### config.mk
export PLATFORM = sky130hd
export DESIGN_NAME = owd_device_flat
export DESIGN_NICKNAME = d
export VERILOG_FILES = /design/src/rtl/owd_pkg.sv /design/src/rtl/owd_link_if.sv /design/src/rtl/owd_device.sv /design/src/flat_wrapper.sv
export VERILOG_INCLUDE_DIRS = /design/src /design/src/rtl
export SDC_FILE = /design/constraint.sdc
export NUM_CORES = 1
export LEC_CHECK = 0
export BUFFER_PORTS_ARGS = -buffer_cell sky130_fd_sc_hd__buf_4
export CAP_MARGIN = 30
export CORE_AREA = 3 3 105 157
export CTS_BUF_LIST = sky130_fd_sc_hd__clkbuf_8
export DETAILED_ROUTE_END_ITERATION = 16
export DIE_AREA = 0 0 108 160
export GPL_TIMING_DRIVEN = 0
export SETUP_SLACK_MARGIN = 0.2
export SLEW_MARGIN = 20
export SYNTH_ARGS = -nofsm -noshare
export SYNTH_HDL_FRONTEND = slang
export SYNTH_SLANG_ARGS = --single-unit
### constraint.sdc
create_clock -name aclk -period 3.8 [get_ports aclk]
set_input_delay 0.57 -clock aclk [delete_from_list [all_inputs] [get_ports aclk]]
set_output_delay 0.57 -clock aclk [all_outputs]
set_load 0.05 [all_outputs]
### src/rtl/owd_cfg.svh
// constants for the one-wire activity-detect configuration link
// assumes a 100 MHz aclk on both ends and a pdm clock made by the host
`ifndef OWD_CFG_SVH
`define OWD_CFG_SVH

`define OWD_CLK_PERIOD_NS  10
`define OWD_PILOT_MIN      8'd8
`define OWD_PILOT_MAX      8'd20
`define OWD_PILOT_TYP      8'd10
`define OWD_STOP_MIN       8'd128
`define OWD_STOP_TX        8'd130
`define OWD_NBITS          5'd24
`define OWD_DEV_ADDR       7'h53
`define OWD_RW_WRITE       1'b0
`define OWD_REG_ENABLE     8'h29
`define OWD_REG_LOWPASS    8'h35
`define OWD_REG_THRESH     8'h36
`define OWD_EN_BIT         3
`define OWD_LPF_MSB        2
`define OWD_TH_MSB         3
`define OWD_EN_RST         1'b0
`define OWD_LPF_RST        3'h0
`define OWD_TH_RST         4'h0
`define OWD_UNLOCK_0       8'h5c
`define OWD_UNLOCK_1       8'h3e
`define OWD_UNLOCK_2       8'h6f
`define OWD_UNLOCK_3       8'h3b
`define OWD_UNLOCK_4       8'h4c
`define OWD_UNLOCK_DATA    8'h00
`define OWD_UNLOCK_DONE    3'h5
`define OWD_ACK_NS         12000
`define OWD_ACK_CYC        (`OWD_ACK_NS / `OWD_CLK_PERIOD_NS)
`define OWD_CLK_OFF_CYC    4000
`define OWD_HR_CMD         4'h0
`define OWD_HR_DIV         4'h4
`define OWD_HR_CLKEN       4'h8
`define OWD_HR_STATUS      4'hc
`define OWD_DIV_RST        16'h01f4
`define OWD_ST_BUSY        0
`define OWD_ST_WAKE        1
`define OWD_RESP_OKAY      2'h0
`define OWD_RESP_SLVERR    2'h2

`endif

### src/rtl/owd_pkg.sv
// types shared by both ends of the configuration link
// assumes owd_cfg.svh for all numeric constants
package owd_pkg;

    typedef enum logic [1:0] {
        OWD_RX_IDLE = 2'b00,
        OWD_RX_DATA = 2'b01,
        OWD_RX_STOP = 2'b10
    } owd_rx_e;

    typedef enum logic [2:0] {
        OWD_TX_IDLE  = 3'b000,
        OWD_TX_START = 3'b001,
        OWD_TX_PILOT = 3'b010,
        OWD_TX_GAP   = 3'b011,
        OWD_TX_BIT   = 3'b100,
        OWD_TX_STOP  = 3'b101
    } owd_tx_e;

endpackage : owd_pkg

### src/rtl/owd_link_if.sv
// pins between host and detector: pdm clock, serial config pin, wake
// assumes both ends run on the same aclk
`timescale 1ns/1ns
interface owd_link_if;
    logic pdm_clk;
    logic config_serial_pin;
    logic wake;

    modport host (output pdm_clk, output config_serial_pin, input wake);
    modport dev  (input pdm_clk, input config_serial_pin, output wake);
endinterface : owd_link_if

### src/rtl/owd_device.sv
// detector end: decodes one-wire writes, holds analog detect settings, drives wake
// assumes pdm clock and config pin synchronous to aclk
//
// Chosen here: the one-wire config pin as the only write path; the AXI4-Lite slave port is in the host.
`timescale 1ns/1ns
`include "owd_cfg.svh"
module owd_device #(
    parameter int ACK_CYCLES     = `OWD_ACK_CYC,
    parameter int CLK_OFF_CYCLES = `OWD_CLK_OFF_CYC
) (
    input  wire logic       aclk,
    input  wire logic       aresetn,
    owd_link_if.dev         link,
    input  wire logic       activity_in,
    output logic [2:0]      analog_lowpass_field,
    output logic [3:0]      analog_threshold_field,
    output logic            analog_detect_enable_bit,
    output logic            unlocked,
    output logic            write_accepted
);
    import owd_pkg::*;

    localparam int AW = $clog2(ACK_CYCLES + 1);
    localparam int IW = $clog2(CLK_OFF_CYCLES + 1);

    owd_rx_e      st_reg;
    logic         clk_q_reg;
    logic         pin_q_reg;
    logic [7:0]   run_reg;
    logic [7:0]   tp_reg;
    logic [4:0]   nbits_reg;
    logic [23:0]  shift_reg;
    logic [2:0]   unlock_reg;
    logic [AW-1:0] ack_reg;
    logic [IW-1:0] idle_reg;
    logic         wake_reg;
    logic         acc_reg;
    logic [7:0]   unlock_addr;

    ////////////////////////////////////////////////////////////////////////////
    // sampling and symbol width arithmetic
    wire       pin     = link.config_serial_pin;
    wire       rise    = link.pdm_clk & ~clk_q_reg;
    wire       chg     = rise && (pin != pin_q_reg);
    wire       hi_end  = chg && pin_q_reg;
    wire       lo_end  = chg && !pin_q_reg;
    wire [9:0] w2      = {1'b0, run_reg, 1'b0};
    wire [9:0] w1      = {2'b00, run_reg};
    wire [9:0] tp1     = {2'b00, tp_reg};
    wire [9:0] tp2     = {1'b0, tp_reg, 1'b0};
    wire [9:0] tp3     = tp1 + tp2;
    wire [9:0] tp4     = {tp_reg, 2'b00};
    wire [9:0] tp7     = tp4 + tp3;
    wire       is_zero = (run_reg != 8'h00) && (w2 <= tp3);
    wire       is_one  = (w2 >= tp4) && (w2 <= tp7);
    wire       gap_ok  = (w1 >= tp1) && (w1 <= tp2);
    wire       gap_long = rise && !pin && !pin_q_reg && (w1 >= tp2);
    wire       pilot_ok = (run_reg >= `OWD_PILOT_MIN) && (run_reg <= `OWD_PILOT_MAX);

    wire [7:0] f_dev  = shift_reg[23:16];
    wire [7:0] f_reg  = shift_reg[15:8];
    wire [7:0] f_data = shift_reg[7:0];

    // stop recognised on the 128th sampled high level after 24 bits
    wire stop_hit = (st_reg == OWD_RX_DATA) && (nbits_reg == `OWD_NBITS) && rise
                    && pin && pin_q_reg && (run_reg == `OWD_STOP_MIN - 8'd1);
    wire addr_ok  = (f_dev == {`OWD_DEV_ADDR, `OWD_RW_WRITE});
    wire commit   = stop_hit && addr_ok;
    wire unl      = (unlock_reg == `OWD_UNLOCK_DONE);
    wire wr_ok    = commit && unl;

    ////////////////////////////////////////////////////////////////////////////
    // edge history
    always_ff @(posedge aclk) begin
        if (!aresetn) begin
            clk_q_reg <= 1'b0;
            pin_q_reg <= 1'b0;
        end else begin
            clk_q_reg <= link.pdm_clk;
            if (rise) begin
                pin_q_reg <= pin;
            end
        end
    end

    // run length of the current level in pdm clock cycles
    always_ff @(posedge aclk) begin
        if (!aresetn) begin
            run_reg <= 8'h00;
        end else if (rise) begin
            if (chg) begin
                run_reg <= 8'h01;
            end else if (run_reg != 8'hff) begin
                run_reg <= run_reg + 8'h01;
            end
        end
    end

    ////////////////////////////////////////////////////////////////////////////
    // symbol decoder
    always_ff @(posedge aclk) begin
        if (!aresetn) begin
            st_reg    <= OWD_RX_IDLE;
            tp_reg    <= `OWD_PILOT_TYP;
            nbits_reg <= 5'h00;
            shift_reg <= 24'h000000;
        end else begin
            unique case (st_reg)
                OWD_RX_IDLE: begin
                    if (hi_end && pilot_ok) begin
                        tp_reg    <= run_reg;
                        nbits_reg <= 5'h00;
                        st_reg    <= OWD_RX_DATA;
                    end
                end
                OWD_RX_DATA: begin
                    if (stop_hit) begin
                        st_reg <= OWD_RX_STOP;
                    end else if (gap_long) begin
                        st_reg <= OWD_RX_IDLE;
                    end else if (lo_end && !gap_ok) begin
                        st_reg <= OWD_RX_IDLE;
                    end else if (hi_end) begin
                        if (nbits_reg == `OWD_NBITS) begin
                            st_reg <= OWD_RX_IDLE;
                        end else if (is_zero || is_one) begin
                            shift_reg <= {shift_reg[22:0], is_one};
                            nbits_reg <= nbits_reg + 5'h01;
                        end else begin
                            st_reg <= OWD_RX_IDLE;
                        end
                    end
                end
                OWD_RX_STOP: begin
                    if (hi_end) begin
                        st_reg <= OWD_RX_IDLE;
                    end
                end
                default: begin
                    st_reg <= OWD_RX_IDLE;
                end
            endcase
        end
    end

    ////////////////////////////////////////////////////////////////////////////
    // unlock sequence tracking
    always_comb begin
        unique case (unlock_reg)
            3'h0:    unlock_addr = `OWD_UNLOCK_0;
            3'h1:    unlock_addr = `OWD_UNLOCK_1;
            3'h2:    unlock_addr = `OWD_UNLOCK_2;
            3'h3:    unlock_addr = `OWD_UNLOCK_3;
            3'h4:    unlock_addr = `OWD_UNLOCK_4;
            default: unlock_addr = 8'h00;
        endcase
    end

    // only aresetn relocks
    always_ff @(posedge aclk) begin
        if (!aresetn) begin
            unlock_reg <= 3'h0;
        end else if (commit && !unl) begin
            if (f_reg == unlock_addr && f_data == `OWD_UNLOCK_DATA) begin
                unlock_reg <= unlock_reg + 3'h1;
            end else if (f_reg == `OWD_UNLOCK_0 && f_data == `OWD_UNLOCK_DATA) begin
                unlock_reg <= 3'h1;
            end else begin
                unlock_reg <= 3'h0;
            end
        end
    end

    ////////////////////////////////////////////////////////////////////////////
    // analog detect settings
    always_ff @(posedge aclk) begin
        if (!aresetn) begin
            analog_lowpass_field <= `OWD_LPF_RST;
        end else if (wr_ok && f_reg == `OWD_REG_LOWPASS) begin
            analog_lowpass_field <= f_data[`OWD_LPF_MSB:0];
        end
    end

    always_ff @(posedge aclk) begin
        if (!aresetn) begin
            analog_threshold_field <= `OWD_TH_RST;
        end else if (wr_ok && f_reg == `OWD_REG_THRESH) begin
            analog_threshold_field <= f_data[`OWD_TH_MSB:0];
        end
    end

    always_ff @(posedge aclk) begin
        if (!aresetn) begin
            analog_detect_enable_bit <= `OWD_EN_RST;
        end else if (wr_ok && f_reg == `OWD_REG_ENABLE) begin
            analog_detect_enable_bit <= f_data[`OWD_EN_BIT];
        end
    end

    always_ff @(posedge aclk) begin
        if (!aresetn) begin
            unlocked <= 1'b0;
            acc_reg  <= 1'b0;
        end else begin
            unlocked <= unl;
            acc_reg  <= wr_ok;
        end
    end

    assign write_accepted = acc_reg;

    ////////////////////////////////////////////////////////////////////////////
    // acknowledge pulse on enable rising
    always_ff @(posedge aclk) begin
        if (!aresetn) begin
            ack_reg <= '0;
        end else if (wr_ok && f_reg == `OWD_REG_ENABLE && f_data[`OWD_EN_BIT]
                     && !analog_detect_enable_bit) begin
            ack_reg <= AW'(ACK_CYCLES);
        end else if (ack_reg != '0) begin
            ack_reg <= ack_reg - AW'(1);
        end
    end

    // clock considered off after CLK_OFF_CYCLES without a pdm clock change
    always_ff @(posedge aclk) begin
        if (!aresetn) begin
            idle_reg <= '0;
        end else if (link.pdm_clk != clk_q_reg) begin
            idle_reg <= '0;
        end else if (idle_reg != IW'(CLK_OFF_CYCLES)) begin
            idle_reg <= idle_reg + IW'(1);
        end
    end

    wire clk_off = (idle_reg == IW'(CLK_OFF_CYCLES));

    ////////////////////////////////////////////////////////////////////////////
    // wake output
    always_ff @(posedge aclk) begin
        if (!aresetn) begin
            wake_reg <= 1'b0;
        end else begin
            wake_reg <= (ack_reg != '0)
                        | (analog_detect_enable_bit & clk_off & activity_in);
        end
    end

    assign link.wake = wake_reg;

endmodule : owd_device

### src/flat_wrapper.sv
// flat-port wrapper written by rule: the top's interface ports become plain ports
module owd_device_flat import owd_pkg::*;
#(
    parameter int ACK_CYCLES     = `OWD_ACK_CYC,
    parameter int CLK_OFF_CYCLES = `OWD_CLK_OFF_CYC
)
  (aclk, aresetn, activity_in, analog_lowpass_field, analog_threshold_field, analog_detect_enable_bit, unlocked, write_accepted, link_pdm_clk, link_config_serial_pin, link_wake);
  owd_link_if link_i ();
  input  wire logic aclk;
  input  wire logic aresetn;
  input  wire logic activity_in;
  output logic [2:0] analog_lowpass_field;
  output logic [3:0] analog_threshold_field;
  output logic analog_detect_enable_bit;
  output logic unlocked;
  output logic write_accepted;
  input wire logic [$bits(link_i.pdm_clk)-1:0] link_pdm_clk;
  input wire logic [$bits(link_i.config_serial_pin)-1:0] link_config_serial_pin;
  output wire logic [$bits(link_i.wake)-1:0] link_wake;
  assign link_i.pdm_clk = link_pdm_clk;
  assign link_i.config_serial_pin = link_config_serial_pin;
  assign link_wake = link_i.wake;
  owd_device #(.ACK_CYCLES(ACK_CYCLES), .CLK_OFF_CYCLES(CLK_OFF_CYCLES)) u_core (.aclk(aclk), .aresetn(aresetn), .link(link_i), .activity_in(activity_in), .analog_lowpass_field(analog_lowpass_field), .analog_threshold_field(analog_threshold_field), .analog_detect_enable_bit(analog_detect_enable_bit), .unlocked(unlocked), .write_accepted(write_accepted));
endmodule
==> results.py <==
metrics = {
    "logic_synthesis": {
        "synth_area_leaders": "dfxtp_1 32%, ha_1 14%, mux2i_1 6.4%, nor2_1 4.6%, nand2_1 4.5%",
        "syn_area_per_cell_um2": 8.69,
        "syn_nets": 675,
        "synth_edf_count": 0,
        "syn_area_mm2": 0.00530,
        "ys_seq_area_share_pct": 32.5,
        "synth_cell_types": 69,
        "ys_ff_latch": 86,
        "synthFlopType": "dfxtp_1",
        "ys_async_sr_fraction_pct": 0,
        "synthCells": 610,
        "synth.largest_area_cell": "dfxtp_1",
        "yosys_warnings": 0,
        "synth.top_cell.area_share_pct": 32.5,
    },
    "final_layout": {
        "area_growth_pct": 17.8,
        "antenna_cells": 0,
        "fin_nets": 722,
        "drive_gt1_share_pct": 15.3,
        "layout_commonest_cell": "dfxtp_1",
        "layout_common_cells": "83 x dfxtp_1, 65 x nor2_1, 61 x nand2_1, 56 x ha_1",
        "largest_register_ffs": 24,
    },
    "route": {
        "drc": 0,
        "dr.first_iter.drc_count": 154,
        "first_pass_iters": 4,
        "ant_nets": 0,
        "via_per_inst": 5.10,
        "wire_per_inst_um": 14.2,
        "vias": 4387,
        "wl_mm": 12.2,
    },
    "clock_network": {
        "root_buffer": "clkbuf_8",
        "cts_hold_buf": 0,
        "clock_latency_ns": 0.37,
        "cts_buffers": 9,
        "cts_buffer_depth": 2,
        "cts_sinks": 86,
        "clk_pin_slew_worst_paths_ns": 0.08,
        "cts_tree": "yes",
        "htree_levels": 3,
    },
    "floorplan": {
        "fp.dieArea_mm2": 0.0173,
        "row_count": 55,
        "io_pins": 16,
        "dieHeight_um": 160,
        "die_w_um": 108,
        "initial_utilization_pct": 34.9,
        "core_mm2": 0.0152,
    },
    "global_routing": {
        "grt_usage_pct": 14.9,
        "use_met3_pct": 1.70,
        "use_met2_pct": 28.7,
        "grt-ovfl-total": 0,
        "busiest_layer": "met2",
        "antenna_found_initial": 0,
        "grt_pass1_wl_mm": 20.9,
        "grtUsageMet1_pct": 15.7,
        "first_global_vias": 4669,
        "grt_max_degree": 16,
    },
    "setup_path": {
        "required_ns": 4.09,
        "startpoint_type": "register",
        "crit_fanout": 5,
        "end_kind": "register",
        "cpMaxStageDelayCell": "dfxtp_4",
        "worstPathArrival_ns": 4.49,
        "max_stage_delay_ns": 0.39,
        "path_cells": "ha_4, inv_2, fa_2, and2b_2, o21ai_1, nand2b_1, xor2_2, ha_4, nand2_2, o21ai_2, o21ai_2, nand2b_1, xnor2_2, ha_1, nand4_1, nor2_1, a311o_1, o21a_1, a21oi_4, o21ai_4, nor2_8, buf_6, buf_12, mux2i_2",
        "path_class": "register to register",
    },
    "run_status": {
        "status": "complete, but fails checks",
        "violations": "negative setup slack",
    },
    "pwr": {
        "pwr_density_cell_mw_per_mm2": 335,
        "totalPowerFinal_mw": 2.10,
        "p_leak_nw": 2.55,
        "peakVddDrop_mv": 0.399,
    },
    "timing": {
        "timing.final.max_slew_violations": 0,
        "grt_setup_unrepaired": "true",
        "setup_slack_ns": -0.399,
        "finalClockSkew_ns": 0.00612,
        "maxSlewHeadroom_pct": 51.5,
        "max_freq_mhz": 238,
        "setup_viol": 30,
        "report.final.hold_viol_count": 0,
        "fin_tns_setup_ns": -9.83,
        "fin_crit_ns": 4.20,
        "fin_crit_sh_pct": 110,
        "worst_pin_slew_ns": 0.728,
    },
    "job": {
        "maxCapViolCount": 0,
    },
    "placed_design": {
        "gp_congestion": 0.862,
        "port_buffers": 14,
        "place_hpwl_mm": 9.42,
        "placement.setup.worst_slack_ns": -0.823,
    },
    "min_path": {
        "hp-class": "input pin to register",
    },
}
[timing repair]
action,in CTS,in global routing
resized for setup,21,7
cloned,1,0
endpoints found under the setup margin,30,30
buffers inserted,19,2
pin swaps,15,3
endpoints found under the hold margin,0,0
[logic make-up (layout without fill, tap and decap cells)]
logic type / after synthesis / in the layout / synth area share, %
AO/OA/AOI/OAI: 107 / 107 / 13.5
flip-flops: 86 / 86 / 32.5
multiplexers: 35 / 35 / 6.63
AND/OR/NAND/NOR: 233 / 233 / 22.4
XOR/XNOR: 38 / 38 / 6.28
buffers and inverters: 51 / 103 / 4.27
adder cells (fa/ha/maj): 60 / 60 / 14.4
[stage by stage]
stage                     utilization, %  hold WS [ns]  instances  instance area (µm²)
after floorplan                        -         0.430        610                 5340
after global placement              37.4         0.439        823                 5690
after detailed placement            37.4         0.453        823                 5690
after CTS                           40.7         0.435        859                 6200
after global routing                41.1         0.441        861                 6250
final                               41.1         0.443        861                 6250
[where the power goes]
group	internal [mW]	switching [mW]	total [mW]
registers	0.946	0.0351	0.981
logic	0.139	0.199	0.338
clock network	0.438	0.338	0.777
total	1.52	0.572	2.10
[path summary, 6_finish.rpt]
check                         start                   end  slack, ns  depth (start not counted)
hold reg to reg   u_core.ack_reg[3]     u_core.ack_reg[3]       0.46                          2
hold / removal         link_pdm_clk      u_core.clk_q_reg       0.44                          2
setup reg to reg   u_core.tp_reg[1]  u_core.shift_reg[17]      -0.40                         24
setup / recovery   u_core.tp_reg[1]  u_core.shift_reg[17]      -0.40                         24
[area by class of cell]
class	count	area, µm²
Clock buffer	9	124
Fill cell	1509	8960
Timing Repair Buffer	36	317
Multi-Input combinational cell	473	3480
Clock inverter	7	121
Buffer	13	83.8
Inverter	38	143
Tap cell	199	249
Sequential cell	86	1730
[worst max-delay path: cells and delay by family (launching register included)]
| kind | cells | cell delay [ns] |
|---|---|---|
| buf+inv | 3 | 0.26 |
| compound gates | 7 | 1.01 |
| simple gates | 7 | 0.84 |
| xor+xnor | 2 | 0.37 |
| fa+ha+maj | 4 | 1.02 |
| flops | 1 | 0.39 |
| mux | 1 | 0.20 |
[synthesized netlist by cell type, drive strengths merged (7+ instances only)]
master	instances
nand2b	16
ha	58
nand2	64
nand3	17
or3	8
nand4	9
dfxtp	86
o21ai	24
xor2	14
clkbuf	9
nor2	67
mux2i	34
a21oi	37
xnor2	24
and3	7
a21o	7
nor3	15
inv	37
[metal layers]
metal  routed length (µm)  part of all wire (%)
met1                 4950                    41
met2                 6710                    55
met3                  206                   1.7
met4                  346                   2.8
met5                    0                     0
Note: power is estimated with default switching activity, not from simulation.
